## src/common/pyro_link_pkg.sv

```systemverilog
// Purpose: Shared constants, types and timing for the one-wire sensor readout link.
// Assumes: A single 25 MHz clock drives all link logic.
// Notes:   Times are kept in nanoseconds; cycle counts are derived from them.
package pyro_link_pkg;

  // ----------------------------------------------------------------
  // Clock and widths
  // ----------------------------------------------------------------
  localparam int CLK_PERIOD_NS = 40;
  localparam int CHAN_W        = 14;
  localparam int PKT_W         = 28;
  localparam int BIT_IDX_W     = 5;
  localparam int CNT_W         = 20;

  // One sample; first_channel lands in packet bits 27..14, temperature in 13..0.
  typedef struct packed {
    logic [CHAN_W-1:0] first_channel;
    logic [CHAN_W-1:0] temp_counts;
  } sample_t;

  // ----------------------------------------------------------------
  // Range limits and packet layout
  // ----------------------------------------------------------------
  localparam logic [CHAN_W-1:0]    RANGE_LO  = 14'h01ff;
  localparam logic [CHAN_W-1:0]    RANGE_HI  = 14'h3e01;
  localparam logic [BIT_IDX_W-1:0] LAST_BIT  = 5'h1b;
  localparam logic [BIT_IDX_W-1:0] FINAL_BIT = 5'h00;

  // ----------------------------------------------------------------
  // Times in nanoseconds
  // ----------------------------------------------------------------
  localparam int START_HIGH_DURATION_NS = 110000;
  localparam int INT_PULSE_NS           = 75000;
  localparam int TERM_LOW_NS            = 145000;
  localparam int SAMPLE_PERIOD_NS       = 14600000;
  localparam int DISCHARGE_NS           = 16000000;
  localparam int BIT_RELEASE_NS         = 200;
  localparam int BIT_HOLD_NS            = 12000;

  // Least time rounded up to whole cycles, never below one.
  function automatic int min_cycles(input int ns);
    int c;
    c = (ns + CLK_PERIOD_NS - 1) / CLK_PERIOD_NS;
    return (c < 1) ? 1 : c;
  endfunction

  // Longest time rounded down to whole cycles, never below one.
  function automatic int max_cycles(input int ns);
    int c;
    c = ns / CLK_PERIOD_NS;
    return (c < 1) ? 1 : c;
  endfunction

  localparam int START_HIGH_CYC  = min_cycles(START_HIGH_DURATION_NS);
  localparam int INT_PULSE_CYC   = min_cycles(INT_PULSE_NS);
  localparam int TERM_LOW_CYC    = min_cycles(TERM_LOW_NS);
  localparam int BIT_RELEASE_CYC = min_cycles(BIT_RELEASE_NS);
  localparam int BIT_HOLD_CYC    = max_cycles(BIT_HOLD_NS);
  localparam int SAMPLE_PERIOD_CYC = max_cycles(SAMPLE_PERIOD_NS);
  localparam int DISCHARGE_CYC     = min_cycles(DISCHARGE_NS);

  // Link sequencer states.
  typedef enum logic [2:0] {
    ST_IDLE,
    ST_HOST_HIGH,
    ST_INT_DRIVE,
    ST_INT_WAIT,
    ST_BIT_WAIT,
    ST_BIT_DRIVE,
    ST_TERM_WAIT
  } link_state_t;

endpackage

```

## src/verilog/pyro_link_dev.sv

```systemverilog
// Purpose: Sensor-side sequencer of the one-wire readout link.
// Assumes: Samples arrive on a valid/ready stream in the ref_clk domain.
// Notes:   The link pin is split into input, output and active-low enable.
`timescale 1ns/1ps

module pyro_link_dev #(
  parameter int SAMPLE_PERIOD_CYC = pyro_link_pkg::SAMPLE_PERIOD_CYC,
  parameter int DISCHARGE_CYC     = pyro_link_pkg::DISCHARGE_CYC
) (
  input  wire logic                    ref_clk,
  input  wire logic                    sys_rst,
  input  wire pyro_link_pkg::sample_t  smp_data,
  input  wire logic                    smp_valid,
  output logic                         smp_ready,
  input  wire logic                    link_in,
  output logic                         link_out,
  output logic                         link_oe_n,
  output logic                         discharge,
  output logic                         int_mode
);

  // ----------------------------------------------------------------
  // Declarations
  // ----------------------------------------------------------------
  localparam logic [pyro_link_pkg::CNT_W-1:0] START_C =
    pyro_link_pkg::CNT_W'(pyro_link_pkg::START_HIGH_CYC);
  localparam logic [pyro_link_pkg::CNT_W-1:0] INTP_C =
    pyro_link_pkg::CNT_W'(pyro_link_pkg::INT_PULSE_CYC);
  localparam logic [pyro_link_pkg::CNT_W-1:0] TERM_C =
    pyro_link_pkg::CNT_W'(pyro_link_pkg::TERM_LOW_CYC);
  localparam logic [pyro_link_pkg::CNT_W-1:0] REL_C =
    pyro_link_pkg::CNT_W'(pyro_link_pkg::BIT_RELEASE_CYC);
  localparam logic [pyro_link_pkg::CNT_W-1:0] HOLD_C =
    pyro_link_pkg::CNT_W'(pyro_link_pkg::BIT_HOLD_CYC);
  localparam logic [pyro_link_pkg::CNT_W-1:0] SMPL_C = pyro_link_pkg::CNT_W'(SAMPLE_PERIOD_CYC);
  localparam logic [pyro_link_pkg::CNT_W-1:0] DIS_C  = pyro_link_pkg::CNT_W'(DISCHARGE_CYC);
  localparam logic [pyro_link_pkg::CNT_W-1:0] ONE_C  = 20'h00001;

  pyro_link_pkg::link_state_t        state_r;
  pyro_link_pkg::link_state_t        state_nxt;
  pyro_link_pkg::sample_t            buf_data;
  pyro_link_pkg::sample_t            cur_r;
  logic [pyro_link_pkg::PKT_W-1:0]   pkt_r;
  logic [pyro_link_pkg::BIT_IDX_W-1:0] bit_idx_r;
  logic [pyro_link_pkg::CNT_W-1:0]   tmr_r;
  logic [pyro_link_pkg::CNT_W-1:0]   low_cnt_r;
  logic [pyro_link_pkg::CNT_W-1:0]   dis_cnt_r;
  logic                              buf_valid;
  logic                              buf_ready;
  logic                              pop;
  logic                              meta_r;
  logic                              s2_r;
  logic                              s3_r;
  logic                              line_r;
  logic                              line_rise;
  logic                              line_fall;
  logic                              term_pulse;
  logic                              load_pkt;

  // Out-of-range test on the channel count.
  function automatic logic out_of_range(input logic [pyro_link_pkg::CHAN_W-1:0] v);
    return (v < pyro_link_pkg::RANGE_LO) || (v > pyro_link_pkg::RANGE_HI);
  endfunction

  // ----------------------------------------------------------------
  // Sample path
  // ----------------------------------------------------------------
  // The buffer drains only while idle, so a running packet stalls the source once two words wait.
  sample_buf2 u_buf (
    .ref_clk   (ref_clk),
    .sys_rst   (sys_rst),
    .in_data   (smp_data),
    .in_valid  (smp_valid),
    .in_ready  (smp_ready),
    .out_data  (buf_data),
    .out_valid (buf_valid),
    .out_ready (buf_ready)
  );
  assign buf_ready = (state_r == pyro_link_pkg::ST_IDLE);
  assign pop       = buf_valid && buf_ready;

  // Latest sample kept as two 14-bit unsigned counts.
  always_ff @(posedge ref_clk or posedge sys_rst) begin
    if (sys_rst) begin
      cur_r <= '0;
    end else if (pop) begin
      cur_r <= buf_data;
    end
  end

  // Discharge timer restarts on every out-of-range sample.
  always_ff @(posedge ref_clk or posedge sys_rst) begin
    if (sys_rst) begin
      dis_cnt_r <= '0;
      discharge <= 1'b0;
    end else if (pop && out_of_range(buf_data.first_channel)) begin
      dis_cnt_r <= DIS_C - ONE_C;
      discharge <= 1'b1;
    end else if (dis_cnt_r != '0) begin
      dis_cnt_r <= dis_cnt_r - ONE_C;
    end else begin
      discharge <= 1'b0;
    end
  end

  // ----------------------------------------------------------------
  // Line input conditioning
  // ----------------------------------------------------------------
  // Three flops; the level changes once the last two agree.
  always_ff @(posedge ref_clk or posedge sys_rst) begin
    if (sys_rst) begin
      meta_r <= 1'b0;
      s2_r   <= 1'b0;
      s3_r   <= 1'b0;
      line_r <= 1'b0;
    end else begin
      meta_r <= link_in;
      s2_r   <= meta_r;
      s3_r   <= s2_r;
      if (s2_r == s3_r) begin
        line_r <= s3_r;
      end
    end
  end
  assign line_rise = (s2_r == s3_r) && s3_r && !line_r;
  assign line_fall = (s2_r == s3_r) && !s3_r && line_r;

  // Continuous low time; a long low is the termination or abort pulse.
  always_ff @(posedge ref_clk or posedge sys_rst) begin
    if (sys_rst) begin
      low_cnt_r <= '0;
    end else if (line_r || line_rise) begin
      low_cnt_r <= '0;
    end else if (low_cnt_r != TERM_C) begin
      low_cnt_r <= low_cnt_r + ONE_C;
    end
  end
  assign term_pulse = (low_cnt_r == TERM_C - ONE_C) && !line_r && !line_rise;

  // ----------------------------------------------------------------
  // Sequencer
  // ----------------------------------------------------------------
  // Next state from line events and the shared timer.
  always_comb begin
    state_nxt = state_r;
    case (state_r)
      pyro_link_pkg::ST_IDLE: begin
        if (line_rise) begin
          state_nxt = pyro_link_pkg::ST_HOST_HIGH;
        end else if (tmr_r == SMPL_C - ONE_C) begin
          state_nxt = pyro_link_pkg::ST_INT_DRIVE;
        end
      end
      pyro_link_pkg::ST_HOST_HIGH: begin
        if (line_fall) begin
          state_nxt = (tmr_r >= START_C) ? pyro_link_pkg::ST_BIT_WAIT
                                         : pyro_link_pkg::ST_IDLE;
        end
      end
      pyro_link_pkg::ST_INT_DRIVE: begin
        if (tmr_r == INTP_C - ONE_C) begin
          state_nxt = pyro_link_pkg::ST_INT_WAIT;
        end
      end
      pyro_link_pkg::ST_INT_WAIT: begin
        if (line_fall) begin
          state_nxt = pyro_link_pkg::ST_BIT_WAIT;
        end
      end
      pyro_link_pkg::ST_BIT_WAIT: begin
        if (line_rise) begin
          state_nxt = pyro_link_pkg::ST_BIT_DRIVE;
        end
      end
      pyro_link_pkg::ST_BIT_DRIVE: begin
        if (tmr_r == HOLD_C - ONE_C) begin
          state_nxt = (bit_idx_r == pyro_link_pkg::FINAL_BIT) ?
                      pyro_link_pkg::ST_TERM_WAIT : pyro_link_pkg::ST_BIT_WAIT;
        end
      end
      pyro_link_pkg::ST_TERM_WAIT: begin
        state_nxt = state_r;
      end
      default: begin
        state_nxt = pyro_link_pkg::ST_IDLE;
      end
    endcase
    if (term_pulse && state_r != pyro_link_pkg::ST_IDLE) begin
      state_nxt = pyro_link_pkg::ST_IDLE;
    end
  end

  // State register.
  always_ff @(posedge ref_clk or posedge sys_rst) begin
    if (sys_rst) begin
      state_r <= pyro_link_pkg::ST_IDLE;
    end else begin
      state_r <= state_nxt;
    end
  end

  // Shared timer restarts on every state change.
  always_ff @(posedge ref_clk or posedge sys_rst) begin
    if (sys_rst) begin
      tmr_r <= '0;
    end else if (state_nxt != state_r) begin
      tmr_r <= '0;
    end else if (tmr_r != {pyro_link_pkg::CNT_W{1'b1}}) begin
      tmr_r <= tmr_r + ONE_C;
    end
  end

  // Packet is frozen at the start condition and walked from bit 27 down.
  assign load_pkt = (state_r == pyro_link_pkg::ST_IDLE) && (state_nxt != state_r);
  always_ff @(posedge ref_clk or posedge sys_rst) begin
    if (sys_rst) begin
      pkt_r     <= '0;
      bit_idx_r <= pyro_link_pkg::LAST_BIT;
    end else if (load_pkt) begin
      pkt_r     <= cur_r;
      bit_idx_r <= pyro_link_pkg::LAST_BIT;
    end else if (state_r == pyro_link_pkg::ST_BIT_DRIVE &&
                 state_nxt == pyro_link_pkg::ST_BIT_WAIT) begin
      bit_idx_r <= bit_idx_r - 5'h01;
    end
  end

  // Interrupt mode flag for the current transaction.
  always_ff @(posedge ref_clk or posedge sys_rst) begin
    if (sys_rst) begin
      int_mode <= 1'b0;
    end else if (state_r == pyro_link_pkg::ST_INT_DRIVE) begin
      int_mode <= 1'b1;
    end else if (state_r == pyro_link_pkg::ST_HOST_HIGH) begin
      int_mode <= 1'b0;
    end
  end

  // ----------------------------------------------------------------
  // Pin drive
  // ----------------------------------------------------------------
  // High during the interrupt pulse; low for a zero bit after a short release gap.
  always_ff @(posedge ref_clk or posedge sys_rst) begin
    if (sys_rst) begin
      link_out  <= 1'b0;
      link_oe_n <= 1'b1;
    end else if (state_nxt == pyro_link_pkg::ST_INT_DRIVE) begin
      link_out  <= 1'b1;
      link_oe_n <= 1'b0;
    end else if (state_nxt == pyro_link_pkg::ST_BIT_DRIVE && state_r == state_nxt &&
                 tmr_r >= REL_C - ONE_C && !pkt_r[bit_idx_r]) begin
      link_out  <= 1'b0;
      link_oe_n <= 1'b0;
    end else begin
      link_out  <= 1'b0;
      link_oe_n <= 1'b1;
    end
  end
endmodule

```

## src/verilog/sample_buf2.sv

```systemverilog
// Purpose: Two-entry buffer with valid and ready on both sides.
// Assumes: Same clock on both sides.
// Notes:   Full drops in_ready; a stalled drain therefore reaches the source.
`timescale 1ns/1ps

module sample_buf2 (
  input  wire logic                    ref_clk,
  input  wire logic                    sys_rst,
  input  wire pyro_link_pkg::sample_t  in_data,
  input  wire logic                    in_valid,
  output logic                         in_ready,
  output pyro_link_pkg::sample_t       out_data,
  output logic                         out_valid,
  input  wire logic                    out_ready
);

  pyro_link_pkg::sample_t mem_r [2];
  logic                   wr_ptr_r;
  logic                   rd_ptr_r;
  logic [1:0]             count_r;
  logic                   push;
  logic                   pop;

  // Handshake terms come straight from the fill level.
  assign in_ready  = (count_r != 2'h2);
  assign out_valid = (count_r != 2'h0);
  assign out_data  = mem_r[rd_ptr_r];
  assign push      = in_valid && in_ready;
  assign pop       = out_valid && out_ready;

  // Storage and write pointer.
  always_ff @(posedge ref_clk or posedge sys_rst) begin
    if (sys_rst) begin
      wr_ptr_r <= 1'b0;
      mem_r[0] <= '0;
      mem_r[1] <= '0;
    end else if (push) begin
      mem_r[wr_ptr_r] <= in_data;
      wr_ptr_r        <= ~wr_ptr_r;
    end
  end

  // Read pointer and fill level.
  always_ff @(posedge ref_clk or posedge sys_rst) begin
    if (sys_rst) begin
      rd_ptr_r <= 1'b0;
      count_r  <= 2'h0;
    end else begin
      if (pop) begin
        rd_ptr_r <= ~rd_ptr_r;
      end
      if (push && !pop) begin
        count_r <= count_r + 2'h1;
      end else if (pop && !push) begin
        count_r <= count_r - 2'h1;
      end
    end
  end

endmodule
```

## config.mk

```make
export PLATFORM = sky130hd
export DESIGN_NAME = pyro_link_dev
export DESIGN_NICKNAME = d
export VERILOG_FILES = /design/src/common/pyro_link_pkg.sv /design/src/verilog/pyro_link_dev.sv /design/src/verilog/sample_buf2.sv
export SDC_FILE = /design/constraint.sdc
export NUM_CORES = 1
export LEC_CHECK = 0
export BUFFER_PORTS_ARGS = -buffer_cell sky130_fd_sc_hd__buf_4
export CAP_MARGIN = 40
export CORE_ASPECT_RATIO = 1.2
export CORE_UTILIZATION = 65
export DETAILED_ROUTE_END_ITERATION = 12
export PLACE_DENSITY = 0.79
export REMOVE_ABC_BUFFERS = 1
export SLEW_MARGIN = 10
export SYNTH_ARGS = -nofsm -noshare
export SYNTH_HDL_FRONTEND = slang
export SYNTH_HIERARCHICAL = 1
export SYNTH_SLANG_ARGS = --single-unit
```

## constraint.sdc

```tcl
create_clock -name ref_clk -period 6.9 [get_ports ref_clk]
set_clock_uncertainty 0.05 [all_clocks]
set_input_delay 0.345 -clock ref_clk [delete_from_list [all_inputs] [get_ports ref_clk]]
set_output_delay 0.345 -clock ref_clk [all_outputs]
set_load 0.01 [all_outputs]
```

**After elaboration in Yosys (flattened, before gate mapping)**

Index checks and enable logic that the tools add are counted.

- Bits in registers: 192
- Bits of input ports: 32
- Output and inout bits: 5
- Logic and storage cells: 134

- $add $sub $neg: 6
- Magnitude comparators: 8
- Eq/ne operators: 20
- Multiplexer cells: 36
- Bitwise gates (word level): 4
- Reduce and logical (&&, ||, !) cells: 37

Operator list:

| operator | number |
|---|---|
| $mux 20 | 6 |
| $mux 28 | 4 |
| $bwmux 56 | 1 |
| $add 20x1->20 const B | 2 |
| $demux 28 s1 | 1 |
| $mux 3 | 9 |
| $pmux 3 s7 | 1 |
| $eq 20x11->1 const B | 1 |
| $eq 20x12->1 const B | 1 |
| $eq 20x19->1 const B | 1 |
| $eq 20x9->1 const B | 1 |
| $ge 20x12->1 const B | 1 |
| $ge 20x3->1 const B | 1 |
| $ne 20x12->1 const B | 1 |
| $ne 20x20->1 const B | 1 |
| $reduce_bool 20->1 | 1 |
| $sub 20x1->20 const B | 1 |
| $logic_and 1x1->1 | 18 |
| $eq 3x3->1 const B | 5 |
| $gt 14x14->1 const B | 1 |
| $lt 14x9->1 const B | 1 |
| $reduce_bool 2->1 | 7 |
| $mux 5 | 2 |
| $eq 3x2->1 const B | 3 |
| other kinds (21) | 40 |

**Longest topological paths before layout**

Gate-level depths: netlist of run 1.

- Word-level depth: 13
- Gate-level depth with buffers: 11
- Depth with buffers taken out: 8

**Modules after synthesis**

Netlist of run 1, hierarchy kept.

Modules (own cells, without submodules):

| module | instances | cells an instance | area an instance (µm²) | seq. area each (µm²) |
|---|---|---|---|---|
| pyro_link_dev | 1 | 601 | 6615.1 | 3309.4 |
| sample_buf2 | 1 | 167 | 2810.2 | 1501.4 |

**Least setup slack after synthesis of run 1**

Ideal clock, no wire load.

- Kind: register -> register
- Start: register s2_r
- End: register pkt_r[0] (netlist name)
- Library setup time: 0.125 ns
- Arrival: 2.559 ns
- Required time: 6.725 ns
- Slack: 4.166 ns
- Cell stages (with the launch flop): 10
- Buffers on the path: 2
- Period minus slack after synthesis: 2.734 ns
- Path through: dfrtp_1 > ha_1 > nor2b_1 > or4b_4 > or3_4 > and3_1 > buf_6 > nor2_8 > buf_12 > mux2_4

- Longest elaborated chain between the ends: 9
- Elaborated cells between the ends (all ways): 16
- Those cells by class: eq/ne (2); mux (6); reduce/logical (8)

Ends and longest elaborated chain:

| what | line | text |
|---|---|---|
| start: declaration | pyro_link_dev.sv:52 | `logic s2_r;` |
| start signal: assignment | pyro_link_dev.sv:118 | `s2_r <= meta_r;` |
| $eq 1x1->1 (*) | pyro_link_dev.sv:125, pyro_link_dev.sv:126 |  |
| parallel branches: the longest is 5 deep, another holds $pmux 3 s7 | - |  |
| $mux 3 (*) | pyro_link_dev.sv:188 | `if (term_pulse && state_r != pyro_link_pkg::ST_IDLE) begin` |
| $ne 3x3->1 (*) | pyro_link_dev.sv:214 | `assign load_pkt = (state_r == pyro_link_pkg::ST_IDLE) && (state_nxt != state_r);` |
| $logic_and 1x1->1 (*) | pyro_link_dev.sv:214 |  |
| end signal: assignment | pyro_link_dev.sv:220 | `pkt_r <= cur_r;` |
| end: declaration | pyro_link_dev.sv:43 | `logic [pyro_link_pkg::PKT_W-1:0] pkt_r;` |

Every way passes the cells marked *.
A chain may end at the register's enable or synchronous reset.

**Worst setup path after layout of run 1**

- Start: register s2_r
- End: register pkt_r[24] (netlist name)

Same word-level chain as after synthesis.

==> impl_metrics.ini, run 1 <==
[die]
num_rows = 47
core_um2 = 14000
die_h_um = 134
die_area_um2 = 15000
die_width_um = 112
io-pin-count = 37
initial_core_util = 0.673

[logic_synthesis]
synth-seq-cells = 192
yosysMostFrequentCell = dfrtp_1
synth_edf_count = 0
synth_warnings = 6
syn_area_per_cell_um2 = 12.3
yosysTopAreaCell = dfrtp_1
syn_inst = 768
synth_commonest_cells = dfrtp_1, mux2_2, mux2_4, nor2_1, nand2_1
synth.area.top_cells = dfrtp_1, mux2_2, mux2_4, xor2_1, nor2_1
seq_area_frac_synth = 0.510
synth-main-ff-cell = dfrtp_1
synthDistinctLibCells = 63
synth_area_um2 = 9430
synth_top_cell_area_share = 0.496
synth-async-reset-ratio = 1.00

[status]
run_status = complete, but fails checks
failed_checks = DRC

[timing]
fin_crit_ns = 3.24
period_share = 0.470
setup_viol = 0
rsz0062_at_grt = no
hold_violations = 0
fin_hold_ws_ns = 0.104
finalMaxSlewViolations = 0
fin_tns_setup_ns = 0
tightest_slew_ns = 0.863
max_freq_mhz = 309
max_slew_margin = 0.419

[route]
via_count = 6176
dr.first_iter.drc_count = 464
wl_um = 18800
avgViaCountPerCell = 6.27
wl_per_cell_um = 19.1
first_pass_iters = 9
ant_nets = 0
drc = 3

[clock_tree]
clock_latency_ns = 0.43
cts.sinks = 192
cts_tree = yes
cts_setup_buffers = 0
cts_buffers = 17
clockBufferDepth = 2
cts_max_level = 4
root_buffer = clkbuf_16
clk_pin_slew_ns = 0.07

[min_path]
min_to = u_buf/mem_r[26]$_DFFE_PP0P_
whs_path_depth = 2
hold_path_class = input port to register
min_from = smp_data[26]

[pwr]
p_sw_frac = 0.305
p_leak_nw = 4.59
finalPower_mw = 4.30
clkPwrFrac = 0.236
power_frac_seq = 0.415
peakVddDrop_uv = 271
p_sw_mw = 1.31
intPower_mw = 2.99
power_frac_comb = 0.349
p_per_area_nw_per_um2 = 413

[global_routing]
antenna_found_initial = 0
busiest_layer = met2
grt_pass1_wl_um = 32300
grt_usage = 0.273
met2_usage = 0.475
first_global_vias = 6490
grt_use_met3 = 0.0493
grt_max_degree = 69
use_met1 = 0.341
gr-total-overflow = 0

[worst_setup_path]
slowest_stage = nor2_8
critPathTopFamily = simple AND/OR/NAND/NOR gates
cp_max_fo = 28
arrival_ns = 3.50
path_buf_inv = 0
r2r.worst_path.cells = 7
max_stage_delay_ns = 0.57
r2r-start = s2_r$_DFF_PP0_
critPathRequiredTime_ns = 7.16
path_class = register to register
r2r_end = pkt_r[24]$_DFFE_PP0P_
crit_chain = ha_1 -> nor2b_1 -> or4b_4 -> or3_4 -> and3_1 -> nor2_8 -> mux2_2
worst_setup_path_start_kind = register
r2r_slack_ns = 3.66
cp-end-kind = register

[placed_design]
dp_hpwl_um = 12100
io_buffers = 36
gp_congestion = 0.855

[final_layout]
fillers = 887
nNetsFinal = 845
drive_gt1_frac = 0.303
diodes = 0
syn_to_final_growth_pct = 10.5

[job]
drv_cap = 0
[power groups by stage]
stage               logic (mW)  clock network [mW]  registers [mW]
CTS                       1.51                1.03            1.78
floorplan                 1.19                   0            1.72
global placement          1.41                   0            1.75
detailed placement        1.48                   0            1.79
global route              1.62                1.07            1.83
finish                    1.50                1.01            1.78
[logic make-up (layout without fill, tap and decap cells)]
group / after synthesis / in the layout / synth area share
DFF: 192 / 192 / 0.510
xor gates and xnor gates: 47 / 47 / 0.0437
buffers and inverters: 53 / 99 / 0.0327
muxes: 156 / 156 / 0.218
and+or+nand+nor: 246 / 246 / 0.139
adders and majority gates: 11 / 11 / 0.0146
AOI/OAI and AO/OA: 63 / 63 / 0.0421
[layout by cell type (no fill, tap or decap), drive strengths merged, types with 3 or more instances in the layout]
cell type and n:
a211oi 3, a21oi 15, a31oi 3, and2 4
and3 11, buf 45, bufinv 3, clkbuf 19
clkinv 6, dfrtp 187, dfstp 5, ha 11
inv 22, mux2 143, mux2i 6, mux4 7
nand2 49, nand3 32, nand3b 4, nand4 16
nor2 61, nor3 17, nor3b 4, nor4 14
o21a 5, o21ai 20, o31ai 6, or2 3
or3 12, or4 5, or4b 3, xnor2 12
xor2 35
[metrics by stage]
| step | setup WS (ns) | area [µm²] | util | cells |
|---|---|---|---|---|
| 2_1_floorplan | 2.99 | 9200 | - | 736 |
| 3_3_place_gp | 3.56 | 9740 | 0.696 | 949 |
| 3_5_place_dp | 3.71 | 9780 | 0.699 | 952 |
| 4_1_cts | 3.66 | 10400 | 0.744 | 985 |
| 5_1_grt | 3.40 | 10400 | 0.744 | 985 |
| 6_report | 3.66 | 10400 | 0.744 | 985 |
[state kept, by name, indices dropped and copies added, names as in the netlist]
name	cells
u_buf/mem_r	56
cur_r	28
pkt_r	28
dis_cnt_r	20
low_cnt_r	20
tmr_r	20
bit_idx_r	5
state_r	3
u_buf/count_r	2
discharge	1
int_mode	1
line_r	1
link_oe_n	1
link_out	1
meta_r	1
s2_r	1
s3_r	1
u_buf/rd_ptr_r	1
u_buf/wr_ptr_r	1
[layer usage]
metal | up-vias | wire (µm)
met1 | 3181 | 7920
li1 | 2808 | -
met5 | - | 0
met4 | 0 | 429
met2 | 146 | 9880
met3 | 41 | 593
[worst register-to-register path, delay by kind of cell, from the launching register on]
family,cells,cell delay [ns]
adders and majority gates,1,0.21
DFF,1,0.40
muxes,1,0.43
and+or+nand+nor,5,2.04
[repair_timing]
item,CTS,global route
resized for setup,0,0
hold buffers,2,0
hold endpoints to repair,25,0
[final cells by class]
type                       count  area (µm²)  area share
inverter                      21        81.3     0.00781
multi-input combinational    523        4310       0.414
sequential                   192        4810       0.462
clock buffer                  19         453      0.0435
clock inverter                12         159      0.0153
tap                          171         214      0.0206
timing repair buffer          47         379      0.0364
[worst max path at each step]
stage	startpoint	end	slack, ns	depth (start not counted)
floorplan	sys_rst	bit_idx_r[2]$_DFFE_PP0P_	2.99	1
detailed placement	s2_r$_DFF_PP0_	pkt_r[24]$_DFFE_PP0P_	3.71	7
CTS	s2_r$_DFF_PP0_	pkt_r[24]$_DFFE_PP0P_	3.66	7
global placement	s2_r$_DFF_PP0_	tmr_r[18]$_DFFE_PP0P_	3.56	7
finish	s2_r$_DFF_PP0_	pkt_r[24]$_DFFE_PP0P_	3.66	7
global route	tmr_r[12]$_DFFE_PP0P_	pkt_r[24]$_DFFE_PP0P_	3.40	6
(Power assumes the default switching activity.)
==> run 2, diff against run 1 <==
- CORE_UTILIZATION: 65 -> 56
- PLACE_DENSITY: 0.79 -> 0.72
- clock period: 6.9 -> 2.8 ns (I/O delays scaled with it)
==> run 2 against run 1 <==
- the flow now finishes without violations
- cell area rose by 4.2%
- largest cell class unchanged
- power is 150% higher
- core utilization decreased by 8.0 points
==> impl_metrics.ini, run 2 (synthesis gave the netlist of run 1 again) <==
[status]
run_status = completed

[clock_tree]
cts_buffers = 17
clock_latency_ns = 0.42
cts_tree = yes
clk_pin_slew_ns = 0.06
cts_setup_buffers = 0
cts_max_level = 4
clockBufferDepth = 2
root_buffer = clkbuf_16
cts.sinks = 192

[worst_setup_path]
cp-end-kind = register
max_stage_delay_ns = 0.54
cp_max_fo = 15
slowest_stage = or4b_4
worst_setup_path_start_kind = register
r2r-start = s2_r$_DFF_PP0_
crit_path_start = s2_r$_DFF_PP0_
crit_chain = ha_1 -> nor2b_1 -> or4b_4 -> or3_4 -> and3_4 -> nor2_8 -> buf_12 -> mux2_2
critPathRequiredTime_ns = 3.06
path_class = register to register
arrival_ns = 2.99

[timing]
period_share = 0.978
hold_violations = 0
fin_hold_ws_ns = 0.0299
tightest_slew_ns = 0.773
max_freq_mhz = 365
finalMaxSlewViolations = 0
max_slew_margin = 0.485
setup_viol = 0
rsz0062_at_grt = no
fin_crit_ns = 2.74

[final_layout]
drive_gt1_frac = 0.302
final_common_cell = dfrtp_1
nNetsFinal = 888
largest_register_ffs = 56
syn_to_final_growth_pct = 15.1
diodes = 0
top_regs = u_buf/mem_r x56, cur_r x28, pkt_r x28
regMostFlops = u_buf/mem_r
layout_common_cells = dfrtp_1, mux2_2, mux2_4, nor2_1, buf_4
final_cell_area_um2 = 10800

[route]
first_pass_iters = 5
wl_um = 18600
dr.first_iter.drc_count = 348
via_count = 6156
wl_per_cell_um = 17.4
drc = 0
ant_nets = 0
avgViaCountPerCell = 5.77

[die]
die_area_um2 = 17400
die_width_um = 120
die_h_um = 144
core_um2 = 16300
initial_core_util = 0.577
io-pin-count = 37
num_rows = 51

[placed_design]
dp_hpwl_um = 12500
gp_congestion = 0.883
placed_area_um2 = 9970
io_buffers = 36

[job]
drv_cap = 0

[global_routing]
grt_max_degree = 62
antenna_found_initial = 0
grt_usage = 0.233
grt_pass1_wl_um = 31800
gr-total-overflow = 0
first_global_vias = 6429

[min_path]
min_from = smp_valid
hold_path_class = input port to register

[pwr]
p_per_area_nw_per_um2 = 980
p_leak_nw = 4.77
peakVddDrop_uv = 587
==> run 2: changes by cell type in the layout (fill, tap and decap cells not counted), moves of 2 or more <==
cell	previous run	this run
buf_12	0	4
buf_4	42	56
clkbuf_1	0	2
clkbuf_8	2	4
clkinv_4	4	1
dlygate4sd3_1	2	30
==> run 2: layer usage <==
layer | vias to the layer above | track usage | part of all wire
li1 | 2895 | - | -
met1 | 3120 | 0.303 | 0.45
met2 | 116 | 0.400 | 0.51
met3 | 25 | 0.0390 | 0.025
met4 | 0 | 0.0702 | 0.015
met5 | - | 0 | 0
==> run 2: where the power goes <==
group | switching [mW] | internal (mW) | total, mW
combinational | 1.56 | 2.31 | 3.87
clock | 0.970 | 1.39 | 2.36
sequential | 0.634 | 3.76 | 4.39
total | 3.16 | 7.46 | 10.6
==> run 2: final timing paths <==
kind | end | slack, ns | cells after the start
max | pkt_r[20]$_DFFE_PP0P_ | 0.06 | 8
min | u_buf/wr_ptr_r$_DFFE_PP0P_ | 0.03 | 3
max reg2reg | pkt_r[20]$_DFFE_PP0P_ | 0.06 | 8
min reg2reg | s2_r$_DFF_PP0_ | 0.32 | 0
max in group asynchronous | tmr_r[19]$_DFFE_PP0P_ | 1.45 | 4
min in group asynchronous | cur_r[12]$_DFFE_PP0P_ | 0.37 | 3
==> run 2: worst max-delay path: cells and delay by family (launching register included) <==
family / cells / cell delay, ns
flip-flops: 1 / 0.40
buffers and inverters: 1 / 0.17
AND/OR/NAND/NOR: 5 / 1.43
multiplexers: 1 / 0.35
adder cells (fa/ha/maj): 1 / 0.21
==> run 2: area by class of cell <==
class / instances / area [µm²]
clock inverter: 5 / 81.3
timing repair buffer: 90 / 801
sequential: 192 / 4810
clock buffer: 23 / 488
inverter: 21 / 81.3
multi-input combinational: 523 / 4320
tap: 212 / 265
fill: 1188 / 5490
==> run 2: what timing repair did <==
item                                   in CTS  in global routing
hold buffers                               30                  0
endpoints found under the hold margin     176                  0
resized for setup                           2                  0
setup endpoints to repair                  28                  0
==> run 2: metrics by stage <==
step	instances	worst slack [ns]	util	total power [mW]	TNS [ns]
after floorplan	736	-0.908	-	7.18	-129.60
after global placement	1008	0.0460	0.610	8.00	0
after detailed placement	1008	-0.0226	0.610	8.24	-0.0801
after CTS	1066	0.0559	0.664	10.7	0
after global routing	1066	0.00232	0.664	11.2	0
final	1066	0.0606	0.664	10.6	0
